--- src/hw/dls_pkg.sv ---
// constants and types for the dac load and adc sequence control block
// Function
// - two-bit load mode at pointer 0x07 bits 1:0
// - mode 00 copies each write to dac
// - mode 01 writes input registers only
// - mode 10 loads all, returns to 01
// - pointer nibble 0101 selects dac readback
// - dac word: 1, index, twelve-bit value
// - pointer nibble 0001 plus index writes dac
// - sequence write tracks first chosen channel
// - channels convert ascending, one per transfer
// - conversion starts at ack before msb
// - repeat restarts; else last result repeats
// - adc word: 0, channel, twelve-bit result
// - new sequence drops pending, starts first
// - bit 9 repeat, bit 8 temperature
// - bits 7:0 add channels, none default
// - repeat keeps cycling until host stop
package dls_pkg;
  localparam logic [7:0] PTR_LDM = 8'h07;
  localparam logic [7:0] PTR_SEQ = 8'h02;
  localparam logic [7:0] PTR_ADCRD = 8'h40;
  localparam logic [3:0] PM_DACWR = 4'h1;
  localparam logic [3:0] PM_DACRD = 4'h5;
  localparam logic [1:0] LM_AUTO = 2'h0;
  localparam logic [1:0] LM_HOLD = 2'h1;
  localparam logic [1:0] LM_SIM = 2'h2;
  localparam int NCH = 9;
  localparam logic [3:0] LAST_CH = 4'h8;
  localparam logic [3:0] CH_STEP = 4'h1;
  localparam int REP_BIT = 9;
  localparam int SEQ_W = 10;
  localparam logic TAG_DAC = 1'b1;
  localparam logic TAG_ADC = 1'b0;
  typedef enum logic {
    ST_IDLE = 1'b0,
    ST_CONV = 1'b1
  } dls_st_t;
  typedef struct packed {
    logic [7:0] ptr;
    logic [1:0] mode;
    logic [SEQ_W-1:0] seq;
    logic [7:0][11:0] inreg;
    logic [7:0][11:0] dacr;
    logic dac_load;
    logic [15:0] rd_word;
    logic conv_start;
    logic [3:0] chan;
    logic live;
    dls_st_t st;
  } dls_state_t;
endpackage : dls_pkg
--- src/hw/dls_ctrl.sv ---
// dac load modes, dac readback and adc channel sequencing
`timescale 1ns/10ps
`default_nettype none
module dls_ctrl (
  input wire logic mclk, // 250 MHz clock
  input wire logic nrst, // sync reset, low
  input wire logic ptr_we, // pointer byte taken
  input wire logic [7:0] ptr_byte, // pointer byte
  input wire logic data_we, // data word taken
  input wire logic [15:0] data_word, // data word
  input wire logic msb_ack, // scl rise at ack before msb
  input wire logic adc_done, // converter finished
  input wire logic [11:0] adc_data, // converter result
  output logic [7:0][11:0] dac_out, // dac registers
  output logic dac_load, // dac registers changed
  output logic [1:0] load_transfer_mode, // load mode
  output logic [15:0] rd_word, // word to shift out
  output logic conv_start, // start conversion
  output logic [3:0] conv_chan, // tracked channel, 8 temp
  output logic seq_live // channels pending
);
  import dls_pkg::*;

  dls_state_t s_q;
  dls_state_t s_d;

  // lowest selected channel at or above start, descending scan, last match wins
  function automatic logic [4:0] first_ch(
    input logic [NCH-1:0] mask,
    input logic [3:0] start
  );
    logic [4:0] r;
    r = '0;
    for (int i = NCH - 1; i >= 0; i--) begin
      if (mask[i] && (4'(i) >= start)) begin
        r = {1'b1, 4'(i)};
      end
    end
    return r;
  endfunction : first_ch

  // pointer mode nibble decode, shared by the datapath and the checks
  function automatic logic ptr_dac_wr(input logic [7:0] p);
    return p[7:4] == PM_DACWR;
  endfunction : ptr_dac_wr

  function automatic logic ptr_dac_rd(input logic [7:0] p);
    return p[7:4] == PM_DACRD;
  endfunction : ptr_dac_rd

  logic [4:0] nxt;
  logic [4:0] wrap;
  logic [4:0] fst;
  logic [2:0] widx;

  // chan tops out at 8, so the step never wraps four bits
  assign nxt = first_ch(s_q.seq[NCH-1:0], 4'(s_q.chan + CH_STEP));
  assign wrap = first_ch(s_q.seq[NCH-1:0], '0);
  assign fst = first_ch(data_word[NCH-1:0], '0);
  assign widx = s_q.ptr[2:0];

  always_comb begin
    s_d = s_q;
    s_d.dac_load = 1'b0;
    s_d.conv_start = 1'b0;
    if (ptr_we) begin
      s_d.ptr = ptr_byte;
    end
    // result tagged and channel advanced when the converter answers
    if (s_q.st == ST_CONV && adc_done) begin
      s_d.st = ST_IDLE;
      s_d.rd_word = {TAG_ADC, s_q.chan[2:0], adc_data};
      if (nxt[4]) begin
        s_d.chan = nxt[3:0];
      end else if (s_q.seq[REP_BIT] && wrap[4]) begin
        s_d.chan = wrap[3:0];
      end else begin
        s_d.live = 1'b0;
      end
    end
    if (msb_ack) begin
      if (ptr_dac_rd(s_q.ptr)) begin
        s_d.rd_word = {TAG_DAC, widx, s_q.inreg[widx]};
      end else if (s_q.ptr == PTR_ADCRD && s_q.st == ST_IDLE
                   && s_q.live) begin
        s_d.conv_start = 1'b1;
        s_d.st = ST_CONV;
      end
    end
    if (data_we) begin
      if (ptr_dac_wr(s_q.ptr)) begin
        s_d.inreg[widx] = data_word[11:0];
        if (s_q.mode == LM_AUTO) begin
          s_d.dacr[widx] = data_word[11:0];
          s_d.dac_load = 1'b1;
        end
        // hold and reserved modes leave dac registers alone
      end else if (s_q.ptr == PTR_LDM) begin
        if (data_word[1:0] == LM_SIM) begin
          s_d.dacr = s_q.inreg;
          s_d.dac_load = 1'b1;
          s_d.mode = LM_HOLD;
        end else begin
          s_d.mode = data_word[1:0];
        end
      end else if (s_q.ptr == PTR_SEQ) begin
        // a write mid-conversion still restarts; the late result is dropped
        s_d.seq = data_word[SEQ_W-1:0];
        s_d.chan = fst[3:0];
        s_d.live = fst[4];
        s_d.st = ST_IDLE;
        // a start raised in this same cycle would run the converter for nothing
        s_d.conv_start = 1'b0;
      end
    end
  end

  always_ff @(posedge mclk) begin
    if (!nrst) begin
      s_q <= '0;
    end else begin
      s_q <= s_d;
    end
  end

  assign dac_out = s_q.dacr;
  assign dac_load = s_q.dac_load;
  assign load_transfer_mode = s_q.mode;
  assign rd_word = s_q.rd_word;
  assign conv_start = s_q.conv_start;
  assign conv_chan = s_q.chan;
  assign seq_live = s_q.live;

  logic ldm_wr;
  logic dac_wr;
  assign ldm_wr = data_we && s_q.ptr == PTR_LDM;
  assign dac_wr = data_we && ptr_dac_wr(s_q.ptr);
endmodule : dls_ctrl
`default_nettype wire

--- config.mk ---
export PLATFORM = sky130hd
export DESIGN_NAME = dls_ctrl
export DESIGN_NICKNAME = d
export VERILOG_FILES = /design/src/hw/dls_pkg.sv /design/src/hw/dls_ctrl.sv
export SDC_FILE = /design/constraint.sdc
export NUM_CORES = 1
export LEC_CHECK = 0
export CORE_MARGIN = 2
export CORE_UTILIZATION = 60
export DETAILED_ROUTE_END_ITERATION = 10
export DONT_BUFFER_PORTS = 1
export PLACE_DENSITY = 0.76
export SYNTH_ARGS = -nofsm -noshare
export SYNTH_HDL_FRONTEND = slang
export SYNTH_SLANG_ARGS = --single-unit
--- constraint.sdc ---
create_clock -name mclk -period 2.7 [get_ports mclk]
set_input_delay 0.54 -clock mclk [delete_from_list [all_inputs] [get_ports mclk]]
set_output_delay 0.54 -clock mclk [all_outputs]
set_load 0.02 [all_outputs]
==> Yosys cells after proc, flatten, opt, wreduce, memory -nomap -nowiden <==
Index checks and enable logic that the tools add are counted.
{ "op_classes": {"addsub": 1, "mul": 0, "div_mod_pow": 0, "order_cmp": 11, "n_eq_ne": 7, "shift": 0, "mux": 55, "bitwise": 3, "reduce_logical": 22} }
{ "ops": {"columns": ["operator", "n"], "rows": [
  ["$mux W97", 4],
  ["$bwmux W96", 2],
  ["$mux W5", 27],
  ["$bmux W12 S3", 1],
  ["$demux W12 S3", 1],
  ["$mux W16", 2],
  ["$mux W7", 4],
  ["$mux W12", 2],
  ["$mux W17", 1],
  ["$ge A3 B4 Y1 const A", 4],
  ["$logic_and A1 B1 Y1", 14],
  ["$eq A8 B2 Y1 const B", 1],
  ["$eq A8 B3 Y1 const B", 1],
  ["$eq A8 B7 Y1 const B", 1],
  ["$ge A1 B4 Y1 const A", 2],
  ["$ge A2 B4 Y1 const A", 2],
  ["$mux W4", 2],
  ["$reduce_and A4 Y1", 2],
  ["$mux W1", 7],
  ["$mux W6", 1],
  ["$add A4 B1 Y4 const B", 1],
  ["$eq A4 B1 Y1 const B", 1],
  ["$eq A4 B3 Y1 const B", 1],
  ["$ge A4 B4 Y1 const A", 1],
  ["other kinds (10)", 14]
]} }
{ "word_totals": {"ff_bits": 236, "latchBits": 0, "mem_bits_rw": 0, "mem_bits_ro": 0, "inputBits": 42, "out_inout_bits": 121, "elab_cells": 124, "memories": 0} }

==> Logic depth before layout (Yosys ltp) <==
Gate-level depths: netlist of run 1.
{ "depth": {"word_depth": 21, "ltp_mapped": 10, "ltp_nobuf": 8} }

==> Worst setup path before layout of run 1 <==
No wires, ideal clock.
{ "synth_path": {"kind": "reg2reg", "startpoint": "register s_q (netlist bit conv_chan[1])", "endpoint": "register s_q (netlist bit conv_chan[1])", "setup_ns": 0.074, "t_arrival_ns": 2.100, "required_ns": 2.626, "slack_ns": 0.525, "stages_incl_launch_ff": 10, "path_buffers": 1, "synth_period_minus_slack_ns": 2.175, "path_cell_list": "dfxtp_1 buf_2 inv_1 ha_1 nand2b_1 o31ai_1 a2bb2oi_1 nor4_2 mux2_2 a31oi_1"} }
{ "synth_between": {"elab_chain_len": 18, "word_cells_on_any_way": 35, "classes_between": "add/sub (1); order compare (9); mux (16); reduce/logical (9)"} }
{ "synth_lines": {"columns": ["item", "line", "text"], "rows": [
  ["start: declaration", "dls_ctrl.sv:24", "dls_state_t s_q;"],
  ["start signal: assignment", "dls_ctrl.sv:120", "s_q <= '0;"],
  ["start signal: assignment", "dls_ctrl.sv:122", "s_q <= s_d;"],
  ["$add A4 B1 Y4", "dls_ctrl.sv:57", "assign nxt = first_ch(s_q.seq[NCH-1:0], 4'(s_q.chan + CH_STEP));"],
  ["$ge A4 B4 Y1", "dls_ctrl.sv:35", "if (mask[i] && (4'(i) >= start)) begin"],
  ["$logic_and A1 B1 Y1", "dls_ctrl.sv:35", null],
  ["$mux W5 (9 in series)", "dls_ctrl.sv:35", null],
  ["$mux W4", "dls_ctrl.sv:73", "if (nxt[4]) begin"],
  ["$mux W6 (*)", "dls_ctrl.sv:70", "if (s_q.st == ST_CONV && adc_done) begin"],
  ["$mux W7", "dls_ctrl.sv:106", "end else if (s_q.ptr == PTR_SEQ) begin"],
  ["$mux W7", "dls_ctrl.sv:98", "end else if (s_q.ptr == PTR_LDM) begin"],
  ["$mux W7", "dls_ctrl.sv:91", "if (ptr_dac_wr(s_q.ptr)) begin"],
  ["$mux W7 (*)", "dls_ctrl.sv:90", "if (data_we) begin"]
]} }
Every way passes the cells marked *; elsewhere a longest branch is shown, timed or not.
A chain may end at the register's enable or synchronous reset.

==> Worst setup path after layout of run 1 <==
{ "layout_path": {"startpoint": "register s_q[233] in the netlist's numbering", "endpoint": "register s_q (netlist bit dac_out[31])"} }
{ "layout_between": {"elab_chain_len": 3, "word_cells_on_any_way": 7, "classes_between": "eq/ne (3); mux (1); reduce/logical (3)"} }
{ "layout_lines": {"columns": ["item"], "rows": [
  ["$eq A8 B3 Y1 / $eq A4 B1 Y1 (equally long branches)"],
  ["$reduce_bool A2 Y1 (no line) / $ne A2 B2 Y1 (equally long branches)"],
  ["$reduce_and A4 Y1 (no line)"]
]} }
Several ways; a longest one is shown, not always the timed one.

==> out/qor.json, run 1 <==
{
  "run_status": {"value": "complete, no violations"},
  "post-synth-top-count-cell": {"value": "nand2_1"},
  "synthesis.area": {"value": 12500, "unit": "um2"},
  "grt_overflow": {"value": 0},
  "maximum_number_of_pins_on_one_net_before_global_route_repair": {"value": 239},
  "worst_hold_path_type": {"value": "primary input to register"},
  "core_region_area": {"value": 20300, "unit": "um2"},
  "fin_util": {"value": 0.609},
  "ir_drop": {"value": 444, "unit": "uV"},
  "mappedNetlistNets": {"value": 1549},
  "synth_warnings": {"value": 0},
  "critPathArrivalTime": {"value": 2.87, "unit": "ns"},
  "min_from": {"value": "nrst"},
  "total_leakage_power": {"value": 0.00471, "unit": "uW"},
  "clock_tree.buffer_depth": {"value": 3},
  "vias_in_the_first_global_route": {"value": 9267},
  "synth.distinct_cells": {"value": 64},
  "worst_r2r_startpoint": {"value": "s_q[233]"},
  "floorplan.die_area": {"value": 21900, "unit": "um2"},
  "diodes": {"value": 0},
  "route.detailed.drc": {"value": 0},
  "tritoncts_clock_tree": {"value": "yes"},
  "cts.clk_slew.worst_paths": {"value": 0.06, "unit": "ns"},
  "drt_iter0_markers": {"value": 1251},
  "setup.worst_path.start": {"value": "s_q[233]"},
  "synth_edf_count": {"value": 0},
  "detail_route.wirelength": {"value": 35700, "unit": "um"},
  "worst_setup_path_start_kind": {"value": "register"},
  "final_hold_viol_count": {"value": 0},
  "cp-end-kind": {"value": "register"},
  "seq_power_share": {"value": 0.485},
  "detailed_place.area": {"value": 11500, "unit": "um2"},
  "post_cts_resize_count": {"value": 0},
  "share_comb_of_total_power": {"value": 0.051},
  "setup_viol_count_final": {"value": 0},
  "io-pin-count": {"value": 163},
  "wire_per_inst": {"value": 22.5, "unit": "um"},
  "cts_sinks": {"value": 236},
  "total_number_of_vias": {"value": 10400},
  "postSynth.topFlopCell": {"value": "dfxtp_1"},
  "setup.worst_path.class": {"value": "register to register"},
  "synth-async-reset-ratio": {"value": 0},
  "cts-root-buf": {"value": "clkbuf_16"},
  "port-buffer-count": {"value": 0},
  "synthToLayoutAreaGrowth": {"value": -0.794, "unit": "%"},
  "floorplan.initialDensity": {"value": 0.613},
  "p_clk_frac": {"value": 0.464},
  "firstDrtPassIters": {"value": 5},
  "post_route_hold_slack": {"value": 0.156, "unit": "ns"},
  "ys_seq_elements": {"value": 236},
  "post_drt_via_cell_ratio": {"value": 6.55},
  "min_period": {"value": 2.41, "unit": "ns"},
  "grt_first_pass_wirelength": {"value": 54300, "unit": "um"},
  "cp.required": {"value": 3.16, "unit": "ns"},
  "final.fill_count": {"value": 1784},
  "cts_htree_levels": {"value": 1},
  "gp_routability_congestion": {"value": 0.981},
  "critPathMaxFanout": {"value": 34},
  "internal_power": {"value": 5710, "unit": "uW"},
  "synth_largest_type_area_fraction": {"value": 0.379},
  "finalMaxSlewViolations": {"value": 0},
  "synth-seq-area-share": {"value": 0.379},
  "max_cap_viol": {"value": 0},
  "num_rows": {"value": 52},
  "holdBufCountCts": {"value": 0},
  "switching_share_of_power": {"value": 0.231},
  "die_w": {"value": 148, "unit": "um"},
  "number_of_antenna_violations_at_the_first_check_in_global_routing": {"value": 0},
  "synth_top_cell_by_area": {"value": "dfxtp_1"},
  "final_cell_area": {"value": 12400, "unit": "um2"},
  "power.net_switching": {"value": 1720, "unit": "uW"},
  "timing.max_slew.rel_slack": {"value": 0.320},
  "slew_worst_pin": {"value": 1.02, "unit": "ns"},
  "grt_setup_unrepaired": {"value": "false"},
  "synth.area.top_cells": {"value": "dfxtp_1 38%, nand2_1 11%, buf_4 7.4%, o221a_1 6.9%, a21boi_0 5.9%"},
  "clk-insertion-delay-late": {"value": 0.53, "unit": "ns"},
  "place_inst": {"value": 1545},
  "achievable-frequency": {"value": 415, "unit": "MHz"},
  "nets": {"value": 1347},
  "yosys-top-cells-count": {"value": "366 x nand2_1, 236 x dfxtp_1, 123 x buf_4"},
  "detailed_place_hpwl": {"value": 23500, "unit": "um"},
  "final.setup.tns": {"value": 0, "unit": "ns"},
  "post-route-period-util": {"value": 0.892},
  "total_clock_buffers_created_by_cts": {"value": 25},
  "fin_cells": {"value": 1589},
  "cellPowerDensity": {"value": 601, "unit": "nW/um2"},
  "synthesis.area_per_instance": {"value": 8.28, "unit": "um2"},
  "post-cts-setup-buffer-count": {"value": 0},
  "drt.antenna.violating_nets": {"value": 0},
  "drive_above_1_share": {"value": 0.0910},
  "grt_util_all_layers": {"value": 0.312},
  "instance_count_of_the_mapped_netlist": {"value": 1504},
  "final.setup_skew": {"value": 0.0146, "unit": "ns"},
  "floorplan.die.height": {"value": 148, "unit": "um"}
}
-- flip-flops by register name, summed over array words and instances (netlist names) --
signal	count
load_transfer_mode	2
conv_chan	4
dac_load	1
rd_word	16
dac_out	96
conv_start	1
s_q	115
seq_live	1
-- worst max-delay path, stage by stage (launching register included) --
cell and delay (ns):
dfxtp_1 0.40, nand2b_1 0.28, nand3b_1 0.20, a221o_4 0.65
buf_12 0.24, a21oi_4 0.31, o221a_1 0.24
-- area by class of cell --
cell class | instances | area, um2 | share of cell area
inverter | 9 | 33.8 | 0.00273
multi-input combinational | 996 | 6130 | 0.496
tap | 270 | 338 | 0.0273
clock inverter | 9 | 109 | 0.00881
sequential | 236 | 4720 | 0.382
timing repair buffer | 34 | 305 | 0.0247
clock buffer | 35 | 713 | 0.0577
-- worst paths after layout --
kind | endpoint | slack [ns] | cells after the start
worst max-delay path | dac_out[31] | 0.29 | 6
worst min-delay path | rd_word[14] | 0.16 | 1
worst max register to register | dac_out[31] | 0.29 | 6
worst min register to register | conv_start | 0.49 | 1
-- cell usage in the layout (no fill, tap or decap), drive strengths merged, types with 5 or more instances in the layout --
| master | netlist | final |
|---|---|---|
| clkbuf | 96 | 35 |
| buf | 167 | 34 |
| o21ai | 110 | 110 |
| nand3 | 68 | 68 |
| o211a | 16 | 16 |
| nor3 | 7 | 7 |
| inv | 9 | 11 |
| a221oi | 9 | 9 |
| mux2 | 14 | 14 |
| nor4 | 8 | 8 |
| and2 | 6 | 6 |
| dfxtp | 236 | 236 |
| and3 | 11 | 11 |
| nor2b | 24 | 24 |
| mux2i | 29 | 29 |
| a31oi | 6 | 6 |
| clkinv | 0 | 5 |
| o211ai | 7 | 7 |
| o221a | 84 | 84 |
| a21boi | 98 | 98 |
| a21oi | 40 | 40 |
| nand2b | 6 | 6 |
| a22oi | 15 | 15 |
| nor2 | 20 | 20 |
| nand2 | 367 | 367 |
-- metrics by stage --
step / power, uW / worst slack [ns]
final: 7430 / 0.291
after global routing: 7640 / 0.150
after CTS: 7440 / 0.289
after detailed placement: 4050 / 0.343
after global placement: 4040 / 0.407
after floorplan: 4070 / 0.525
-- kinds of logic after synthesis --
logic type	Yosys count	share of synthesized area
and+or+nand+nor	529	0.184
AOI/OAI and AO/OA	416	0.259
buffers and inverters	272	0.130
DFF	236	0.379
muxes	47	0.0432
adders and majority gates	3	0.00301
xor gates and xnor gates	1	0.000704
-- power by group through the flow --
stage / logic (uW) / clock network [uW] / registers (uW)
final: 379 / 3450 / 3600
after global routing: 411 / 3630 / 3600
after CTS: 373 / 3470 / 3600
after detailed placement: 371 / 0 / 3680
after global placement: 364 / 0 / 3680
after floorplan: 448 / 0 / 3620
-- metal layers --
layer  up-vias  part of all wire  GRT usage
li1       4764                 -          -
met1      5005              0.41      0.410
met2       542              0.46      0.503
met3        96             0.096     0.0687
met4         0             0.038      0.116
met5         -                 0          0
(Power assumes the default switching activity.)
==> run 2: changes to the inputs <==
--- a/config.mk
+++ b/config.mk
@@ -5,6 +5,7 @@
 export SDC_FILE = /design/constraint.sdc
 export NUM_CORES = 1
 export LEC_CHECK = 0
+export ABC_AREA = 1
 export CORE_MARGIN = 2
 export CORE_UTILIZATION = 60
 export DETAILED_ROUTE_END_ITERATION = 10
==> run 2 against run 1 <==
Sequential share of layout area rose by 5.1 points. Maximum frequency fell by 1.3%. Setup slack got worse by 0.031 ns. Flip-flop and latch count unchanged. Synthesized cell count fell by 6.4%. Largest cell class is now flip-flops and latches. Highest routed layer unchanged.
==> out/qor.json, run 2 <==
{
  "floorplan.die_area": {"value": 19200, "unit": "um2", "change": "was 21900 um2"},
  "synthesis.area_per_instance": {"value": 7.72, "unit": "um2", "change": "was 8.28 um2"},
  "cp-end-kind": {"value": "register", "change": "unchanged"},
  "place_inst": {"value": 1451, "change": "was 1545"},
  "min_period": {"value": 2.44, "unit": "ns", "change": "was 2.41 ns"},
  "ir_drop": {"value": 432, "unit": "uV", "change": "was 444 uV"},
  "critPathMaxFanout": {"value": 13, "change": "was 34"},
  "cp.required": {"value": 3.15, "unit": "ns", "change": "was 3.16 ns"},
  "routed-wl-met2": {"value": 14800, "unit": "um", "change": "was 16500 um"},
  "fin_util": {"value": 0.612, "change": "was 0.609"},
  "post_cts_resize_count": {"value": 0, "change": "unchanged"},
  "post-route-period-util": {"value": 0.904, "change": "was 0.892"},
  "drt_iter0_markers": {"value": 1757, "change": "was 1251"},
  "slew_worst_pin": {"value": 0.830, "unit": "ns", "change": "was 1.02 ns"},
  "layout_commonest_cell": {"value": "dfxtp_1", "change": "was nand2_1"},
  "firstDrtPassIters": {"value": 6, "change": "was 5"},
  "grt_first_pass_wirelength": {"value": 50500, "unit": "um", "change": "was 54300 um"},
  "worst_setup_path_start_kind": {"value": "register", "change": "unchanged"},
  "synth_edf_count": {"value": 0, "change": "unchanged"},
  "synth-seq-area-share": {"value": 0.435, "change": "was 0.379"},
  "worst_hold_path_type": {"value": "primary input to register", "change": "unchanged"},
  "highest-signal-layer": {"value": "met4", "change": "unchanged"},
  "total_clock_buffers_created_by_cts": {"value": 24, "change": "was 25"},
  "synth_largest_type_area_fraction": {"value": 0.435, "change": "was 0.379"},
  "postSynth.topFlopCell": {"value": "dfxtp_1", "change": "unchanged"},
  "grt_overflow": {"value": 0, "change": "unchanged"},
  "diodes": {"value": 0, "change": "unchanged"},
  "routed-wl-met3": {"value": 4330, "unit": "um", "change": "was 3430 um"},
  "core_region_area": {"value": 17800, "unit": "um2", "change": "was 20300 um2"},
  "detailed_place_hpwl": {"value": 21800, "unit": "um", "change": "was 23500 um"},
  "num_rows": {"value": 49, "change": "was 52"},
  "tritoncts_clock_tree": {"value": "yes", "change": "unchanged"},
  "synth-async-reset-ratio": {"value": 0, "change": "unchanged"},
  "yosys-top-cells-count": {"value": "236 x dfxtp_1, 227 x o21ai_0, 166 x a21oi_1", "change": "was 366 x nand2_1, 236 x dfxtp_1, 123 x buf_4"},
  "fin_cells": {"value": 1491, "change": "was 1589"},
  "route.detailed.drc": {"value": 0, "change": "unchanged"},
  "gp_routability_congestion": {"value": 0.965, "change": "was 0.981"},
  "final_hold_viol_count": {"value": 0, "change": "unchanged"},
  "critPathArrivalTime": {"value": 2.89, "unit": "ns", "change": "was 2.87 ns"},
  "largest-register": {"value": "s_q", "change": "unchanged"},
  "instance_count_of_the_mapped_netlist": {"value": 1408, "change": "was 1504"},
  "layout_common_cells": {"value": "236 x dfxtp_1, 227 x o21ai_0, 166 x a21oi_1, 163 x nand2_1, 116 x nor2_1", "change": "was 366 x nand2_1, 236 x dfxtp_1, 109 x o21ai_0, 98 x a21boi_0, 76 x o221a_1"},
  "achievable-frequency": {"value": 410, "unit": "MHz", "change": "was 415 MHz"},
  "clk-insertion-delay-late": {"value": 0.52, "unit": "ns", "change": "was 0.53 ns"},
  "setup_viol_count_final": {"value": 0, "change": "unchanged"},
  "cts.clk_slew.worst_paths": {"value": 0.06, "unit": "ns", "change": "about the same"},
  "grt_util_all_layers": {"value": 0.332, "change": "was 0.312"},
  "setup.worst_path.start": {"value": "s_q[234]", "change": "was s_q[233]"},
  "grt_setup_unrepaired": {"value": "false", "change": "unchanged"},
  "holdBufCountCts": {"value": 0, "change": "unchanged"},
  "cellPowerDensity": {"value": 673, "unit": "nW/um2", "change": "was 601 nW/um2"},
  "setup.worst_path.class": {"value": "register to register", "change": "unchanged"},
  "clock_tree.buffer_depth": {"value": 3, "change": "unchanged"},
  "final.setup.tns": {"value": 0, "unit": "ns", "change": "unchanged"},
  "post_drt_via_cell_ratio": {"value": 6.57, "change": "was 6.55"},
  "drt.antenna.violating_nets": {"value": 0, "change": "unchanged"},
  "floorplan.initialDensity": {"value": 0.609, "change": "was 0.613"},
  "min_from": {"value": "data_word[10]", "change": "was nrst"},
  "number_of_antenna_violations_at_the_first_check_in_global_routing": {"value": 0, "change": "unchanged"},
  "cts_sinks": {"value": 236, "change": "unchanged"},
  "max_cap_viol": {"value": 0, "change": "unchanged"},
  "run_status": {"value": "complete, no violations", "change": "unchanged"},
  "synth_top_cell_by_area": {"value": "dfxtp_1", "change": "unchanged"},
  "cts_htree_levels": {"value": 1, "change": "unchanged"},
  "floorplan.die.height": {"value": 139, "unit": "um", "change": "was 148 um"},
  "port-buffer-count": {"value": 0, "change": "unchanged"},
  "final.setup_skew": {"value": 0.0139, "unit": "ns", "change": "was 0.0146 ns"},
  "worst_r2r_startpoint": {"value": "s_q[234]", "change": "was s_q[233]"},
  "detail_route.wirelength": {"value": 33300, "unit": "um", "change": "was 35700 um"},
  "wire_per_inst": {"value": 22.3, "unit": "um", "change": "was 22.5 um"},
  "post-synth-top-count-cell": {"value": "dfxtp_1", "change": "was nand2_1"},
  "io-pin-count": {"value": 163, "change": "unchanged"},
  "cts-root-buf": {"value": "clkbuf_16", "change": "unchanged"},
  "largest_register_ff_count": {"value": 115, "change": "unchanged"},
  "synth.distinct_cells": {"value": 38, "change": "was 64"},
  "nets": {"value": 1293, "change": "was 1347"},
  "finalMaxSlewViolations": {"value": 0, "change": "unchanged"},
  "total_number_of_vias": {"value": 9793, "change": "was 10400"},
  "timing.max_slew.rel_slack": {"value": 0.445, "change": "was 0.320"},
  "maximum_number_of_pins_on_one_net_before_global_route_repair": {"value": 214, "change": "was 239"},
  "drive_above_1_share": {"value": 0.0761, "change": "was 0.0910"},
  "synth.area.top_cells": {"value": "dfxtp_1 43%, o21ai_0 10%, buf_4 8.2%, a21oi_1 7.6%, a221oi_1 5.6%", "change": "was dfxtp_1 38%, nand2_1 11%, buf_4 7.4%, o221a_1 6.9%, a21boi_0 5.9%"},
  "synth_warnings": {"value": 0, "change": "unchanged"},
  "drt-met1-wl": {"value": 12700, "unit": "um", "change": "was 14500 um"},
  "die_w": {"value": 139, "unit": "um", "change": "was 148 um"},
  "synthesis.area": {"value": 10900, "unit": "um2", "change": "was 12500 um2"},
  "vias_in_the_first_global_route": {"value": 8792, "change": "was 9267"},
  "total_leakage_power": {"value": 0.00422, "unit": "uW", "change": "was 0.00471 uW"},
  "synthToLayoutAreaGrowth": {"value": 0.357, "unit": "%", "change": "was -0.794%"},
  "mappedNetlistNets": {"value": 1453, "change": "was 1549"},
  "post-cts-setup-buffer-count": {"value": 0, "change": "unchanged"},
  "ys_seq_elements": {"value": 236, "change": "unchanged"}
}
[run 2: changes by cell type after synthesis, sizes merged, moves of 62 or more]
cell	change
a21oi	+127
a21boi	-98
o221a	-84
a221oi	+62
nor2	+98
nand2	-202
o21ai	+128
[run 2: routing by layer]
layer  vias to the layer above  track usage
li1                       4476            -
met1                      4541        0.448
met2                       663        0.510
met3                       113       0.0860
met4                         0        0.137
met5                         -            0
[run 2: through the flow]
stage	instance area, um2	setup slack, ns	hold slack, ns	total power, uW
2_1_floorplan	10900	0.831	0.443	4150
3_3_place_gp	10100	0.437	0.458	4130
3_5_place_dp	10100	0.359	0.461	4140
4_1_cts	10900	0.347	0.160	7350
5_1_grt	10900	0.132	0.165	7550
6_report	10900	0.260	0.166	7340
[run 2: kinds of logic after synthesis]
kind of cell               count (synthesis)  synth area share
AOI/OAI and AO/OA                        540             0.291
DFF                                      236             0.435
and+or+nand+nor                          328             0.123
buffers and inverters                    301             0.148
adders and majority gates                  3           0.00345
[run 2: cell type report]
class,count,area [um2]
fill,1573,6930
clock inverter,7,62.6
clock buffer,33,706
tap,229,287
inverter,78,293
multi-input combinational,871,4550
timing repair buffer,37,290
sequential,236,4720
[run 2: worst paths after layout]
check                                    to  slack (ns)  cells after the start
worst max-delay path            dac_out[24]        0.26                      8
worst max register to register  dac_out[24]        0.26                      8
worst min-delay path            dac_out[58]        0.17                      2
worst min register to register     s_q[233]        0.47                      2
[run 2: report_power, final]
group	switching, uW	internal [uW]	total (uW)
clock network	1360	1910	3270
logic	256	115	371
registers	136	3570	3700
total	1760	5590	7340
[run 2: critical path: stages (launching register included)]
cell      delay [ns]
dfxtp_1         0.31
nor2_1          0.17
inv_2           0.06
nor2_2          0.19
nand2_2         0.33
buf_4           0.28
nor2_1          0.63
a221oi_1        0.27
nor2_1          0.13
==> run 3: changes to the inputs <==
--- a/config.mk
+++ b/config.mk
@@ -7,10 +7,10 @@
 export LEC_CHECK = 0
 export ABC_AREA = 1
 export CORE_MARGIN = 2
-export CORE_UTILIZATION = 60
+export CORE_UTILIZATION = 57
 export DETAILED_ROUTE_END_ITERATION = 10
 export DONT_BUFFER_PORTS = 1
-export PLACE_DENSITY = 0.76
+export PLACE_DENSITY = 0.75
 export SYNTH_ARGS = -nofsm -noshare
 export SYNTH_HDL_FRONTEND = slang
 export SYNTH_SLANG_ARGS = --single-unit
==> constraint.sdc (replaced) <==
create_clock -name mclk -period 2.24 [get_ports mclk]
set_input_delay 0.448 -clock mclk [delete_from_list [all_inputs] [get_ports mclk]]
set_output_delay 0.448 -clock mclk [all_outputs]
set_load 0.02 [all_outputs]
==> run 3 against run 2 <==
Design area grew 2.7%. Die area grew 5.1%. Flip-flop and latch count is the same. First-iteration DRC count shrank 7.6%. Core utilization shrank 1.3 points. Clock power grew 32%. Final cell count grew 1.6%. Sequential power grew 21%. Clock skew shrank 0.0038 ns. Largest cell class unchanged. Maximum frequency grew 16%. Worst hold slack lost 0.094 ns.
==> out/qor.json, run 3 (synthesis gave the netlist of run 2 again) <==
{
  "post_cts_resize_count": {"value": 0, "change": "unchanged"},
  "max_cap_viol": {"value": 0, "change": "unchanged"},
  "drive_above_1_share": {"value": 0.0960, "change": "was 0.0761"},
  "worst_hold_path_type": {"value": "primary input to register", "change": "unchanged"},
  "detail_route.wirelength": {"value": 34300, "unit": "um", "change": "was 33300 um"},
  "drt_iter0_markers": {"value": 1624, "change": "was 1757"},
  "route.detailed.drc": {"value": 0, "change": "unchanged"},
  "slew_worst_pin": {"value": 0.694, "unit": "ns", "change": "was 0.830 ns"},
  "setup.worst_path.end": {"value": "dac_out[94]", "change": "was dac_out[24]"},
  "tritoncts_clock_tree": {"value": "yes", "change": "unchanged"},
  "floorplan.initialDensity": {"value": 0.581, "change": "was 0.609"},
  "grt_setup_unrepaired": {"value": "true", "change": "was false"},
  "floorplan.die.height": {"value": 142, "unit": "um", "change": "was 139 um"},
  "num_rows": {"value": 50, "change": "was 49"},
  "reg2regPathDepth": {"value": 10, "change": "was 8"},
  "worst_setup_path_start_kind": {"value": "register", "change": "unchanged"},
  "vias_in_the_first_global_route": {"value": 8990, "change": "was 8792"},
  "final_hold_viol_count": {"value": 0, "change": "unchanged"},
  "maximum_number_of_pins_on_one_net_before_global_route_repair": {"value": 214, "change": "unchanged"},
  "min_period": {"value": 2.10, "unit": "ns", "change": "was 2.44 ns"},
  "clk-insertion-delay-late": {"value": 0.52, "unit": "ns", "change": "about the same"},
  "layout_common_cells": {"value": "233 x dfxtp_1, 223 x o21ai_0, 166 x a21oi_1, 163 x nand2_1, 114 x nor2_1", "change": "was 236 x dfxtp_1, 227 x o21ai_0, 166 x a21oi_1, 163 x nand2_1, 116 x nor2_1"},
  "cts_htree_levels": {"value": 1, "change": "unchanged"},
  "cp.required": {"value": 2.63, "unit": "ns", "change": "was 3.15 ns"},
  "grt_util_all_layers": {"value": 0.328, "change": "was 0.332"},
  "setup.worst_path.start": {"value": "s_q[234]", "change": "unchanged"},
  "timing.max_slew.rel_slack": {"value": 0.535, "change": "was 0.445"},
  "core_region_area": {"value": 18700, "unit": "um2", "change": "was 17800 um2"},
  "p_clk_frac": {"value": 0.466, "change": "was 0.445"},
  "worst_r2r_startpoint": {"value": "s_q[234]", "change": "unchanged"},
  "post_drt_via_cell_ratio": {"value": 6.50, "change": "was 6.57"},
  "seq_power_share": {"value": 0.482, "change": "was 0.504"},
  "cts.clk_slew.worst_paths": {"value": 0.06, "unit": "ns", "change": "about the same"},
  "post-cts-setup-buffer-count": {"value": 0, "change": "unchanged"},
  "port-buffer-count": {"value": 0, "change": "unchanged"},
  "grt_first_pass_wirelength": {"value": 51500, "unit": "um", "change": "was 50500 um"},
  "number_of_antenna_violations_at_the_first_check_in_global_routing": {"value": 0, "change": "unchanged"},
  "firstDrtPassIters": {"value": 7, "change": "was 6"},
  "worst-r2r-setup-slack": {"value": 0.14, "unit": "ns", "change": "was 0.26 ns"},
  "switching_share_of_power": {"value": 0.235, "change": "was 0.239"},
  "power.net_switching": {"value": 2170, "unit": "uW", "change": "was 1760 uW"},
  "diodes": {"value": 0, "change": "unchanged"},
  "post-route-period-util": {"value": 0.938, "change": "was 0.904"},
  "total_number_of_vias": {"value": 9854, "change": "was 9793"},
  "floorplan.die_area": {"value": 20200, "unit": "um2", "change": "was 19200 um2"},
  "achievable-frequency": {"value": 476, "unit": "MHz", "change": "was 410 MHz"},
  "largest_register_ff_count": {"value": 115, "change": "unchanged"},
  "crit-reg2reg-capture": {"value": "dac_out[94]", "change": "was dac_out[24]"},
  "holdBufCountCts": {"value": 0, "change": "unchanged"},
  "critPathArrivalTime": {"value": 2.50, "unit": "ns", "change": "was 2.89 ns"},
  "finalMaxSlewViolations": {"value": 0, "change": "unchanged"},
  "total_leakage_power": {"value": 0.00431, "unit": "uW", "change": "was 0.00422 uW"},
  "critPathMaxFanout": {"value": 17, "change": "was 13"},
  "run_status": {"value": "complete, no violations", "change": "unchanged"},
  "clock_tree.buffer_depth": {"value": 3, "change": "unchanged"},
  "drt.antenna.violating_nets": {"value": 0, "change": "unchanged"},
  "synthToLayoutAreaGrowth": {"value": 3.03, "unit": "%", "change": "was 0.357%"},
  "io-pin-count": {"value": 163, "change": "unchanged"},
  "cts-root-buf": {"value": "clkbuf_16", "change": "unchanged"},
  "detailed_place_hpwl": {"value": 22500, "unit": "um", "change": "was 21800 um"},
  "gp_routability_congestion": {"value": 0.966, "change": "was 0.965"},
  "layout_commonest_cell": {"value": "dfxtp_1", "change": "unchanged"},
  "final.setup_skew": {"value": 0.0101, "unit": "ns", "change": "was 0.0139 ns"},
  "grt_overflow": {"value": 0, "change": "unchanged"},
  "setup_viol_count_final": {"value": 0, "change": "unchanged"},
  "final.fill_count": {"value": 1672, "change": "was 1573"},
  "total_clock_buffers_created_by_cts": {"value": 25, "change": "was 24"},
  "internal_power": {"value": 7090, "unit": "uW", "change": "was 5590 uW"},
  "cellPowerDensity": {"value": 827, "unit": "nW/um2", "change": "was 673 nW/um2"},
  "die_w": {"value": 142, "unit": "um", "change": "was 139 um"},
  "wire_per_inst": {"value": 22.7, "unit": "um", "change": "was 22.3 um"},
  "post_route_hold_slack": {"value": 0.0716, "unit": "ns", "change": "was 0.166 ns"},
  "share_comb_of_total_power": {"value": 0.052, "change": "was 0.050"},
  "cts_sinks": {"value": 236, "change": "unchanged"},
  "ir_drop": {"value": 585, "unit": "uV", "change": "was 432 uV"},
  "setup.worst_path.class": {"value": "register to register", "change": "unchanged"},
  "largest-register": {"value": "s_q", "change": "unchanged"},
  "final.setup.tns": {"value": 0, "unit": "ns", "change": "unchanged"},
  "nets": {"value": 1308, "change": "was 1293"},
  "cp-end-kind": {"value": "register", "change": "unchanged"}
}
## run 3: cell count changes in the layout (fill, tap and decap cells not counted), moves of 4 or more
| cell | delta |
|---|---|
| o21ai_0 | -4 |
| o21ai_2 | -4 |
| inv_1 | -5 |
| clkinvlp_4 | +4 |
| o21ai_4 | +4 |
| o21ai_1 | +4 |
| buf_4 | +9 |
## run 3: power groups by stage
| stage | logic (uW) | registers (uW) | clock network (uW) |
|---|---|---|---|
| global placement | 447 | 4550 | 0 |
| finish | 482 | 4460 | 4320 |
| CTS | 459 | 4460 | 4330 |
| detailed placement | 455 | 4550 | 0 |
| global route | 525 | 4470 | 4490 |
| floorplan | 567 | 4430 | 0 |
## run 3: critical path, stage by stage, from the launching register on
cell,delay [ns]
dfxtp_1,0.31
nor2_1,0.18
inv_2,0.06
nor2_2,0.16
nand2_2,0.09
buf_12,0.18
a21oi_4,0.19
buf_12,0.16
o21ai_2,0.18
a221oi_1,0.40
nor2_1,0.07
## run 3: cell type report
cell class | instances | area [um2] | share of cell area
clock buffer | 34 | 699 | 0.0624
multi-input combinational | 871 | 4580 | 0.409
inverter | 78 | 307 | 0.0274
timing repair buffer | 49 | 418 | 0.0373
sequential | 236 | 4730 | 0.422
timing repair inverter | 2 | 15.0 | 0.00134
tap | 234 | 293 | 0.0261
clock inverter | 11 | 155 | 0.0139
## run 3: how the worst min path moves through the flow
stage	to	cells past startpoint	slack [ns]	startpoint
3_5_place_dp	s_q[233]	2	0.47	s_q[233]
3_3_place_gp	s_q[234]	2	0.46	s_q[234]
5_1_grt	conv_chan[1]	2	0.08	nrst
4_1_cts	s_q[232]	2	0.07	ptr_byte[4]
2_1_floorplan	s_q[224]	2	0.44	s_q[224]
6_report	s_q[232]	2	0.07	ptr_byte[4]
## run 3: per-layer routing
layer  global-route usage  wire length (um)  vias up
li1                     -                 -     4510
met2                0.512             15300      644
met4                0.120              1420        0
met3               0.0855              4220      105
met1                0.440             13400     4595
met5                    0                 0        -
## run 3: metrics by stage
stage	util	cell area [um2]	setup WS, ns	cells	power (uW)
floorplan	-	10900	0.426	1408	5000
global placement	0.549	10300	0.143	1468	5000
detailed placement	0.549	10300	0.0515	1468	5010
CTS	0.595	11100	0.0470	1513	9260
global route	0.599	11200	-0.0270	1515	9490
finish	0.599	11200	0.138	1515	9260
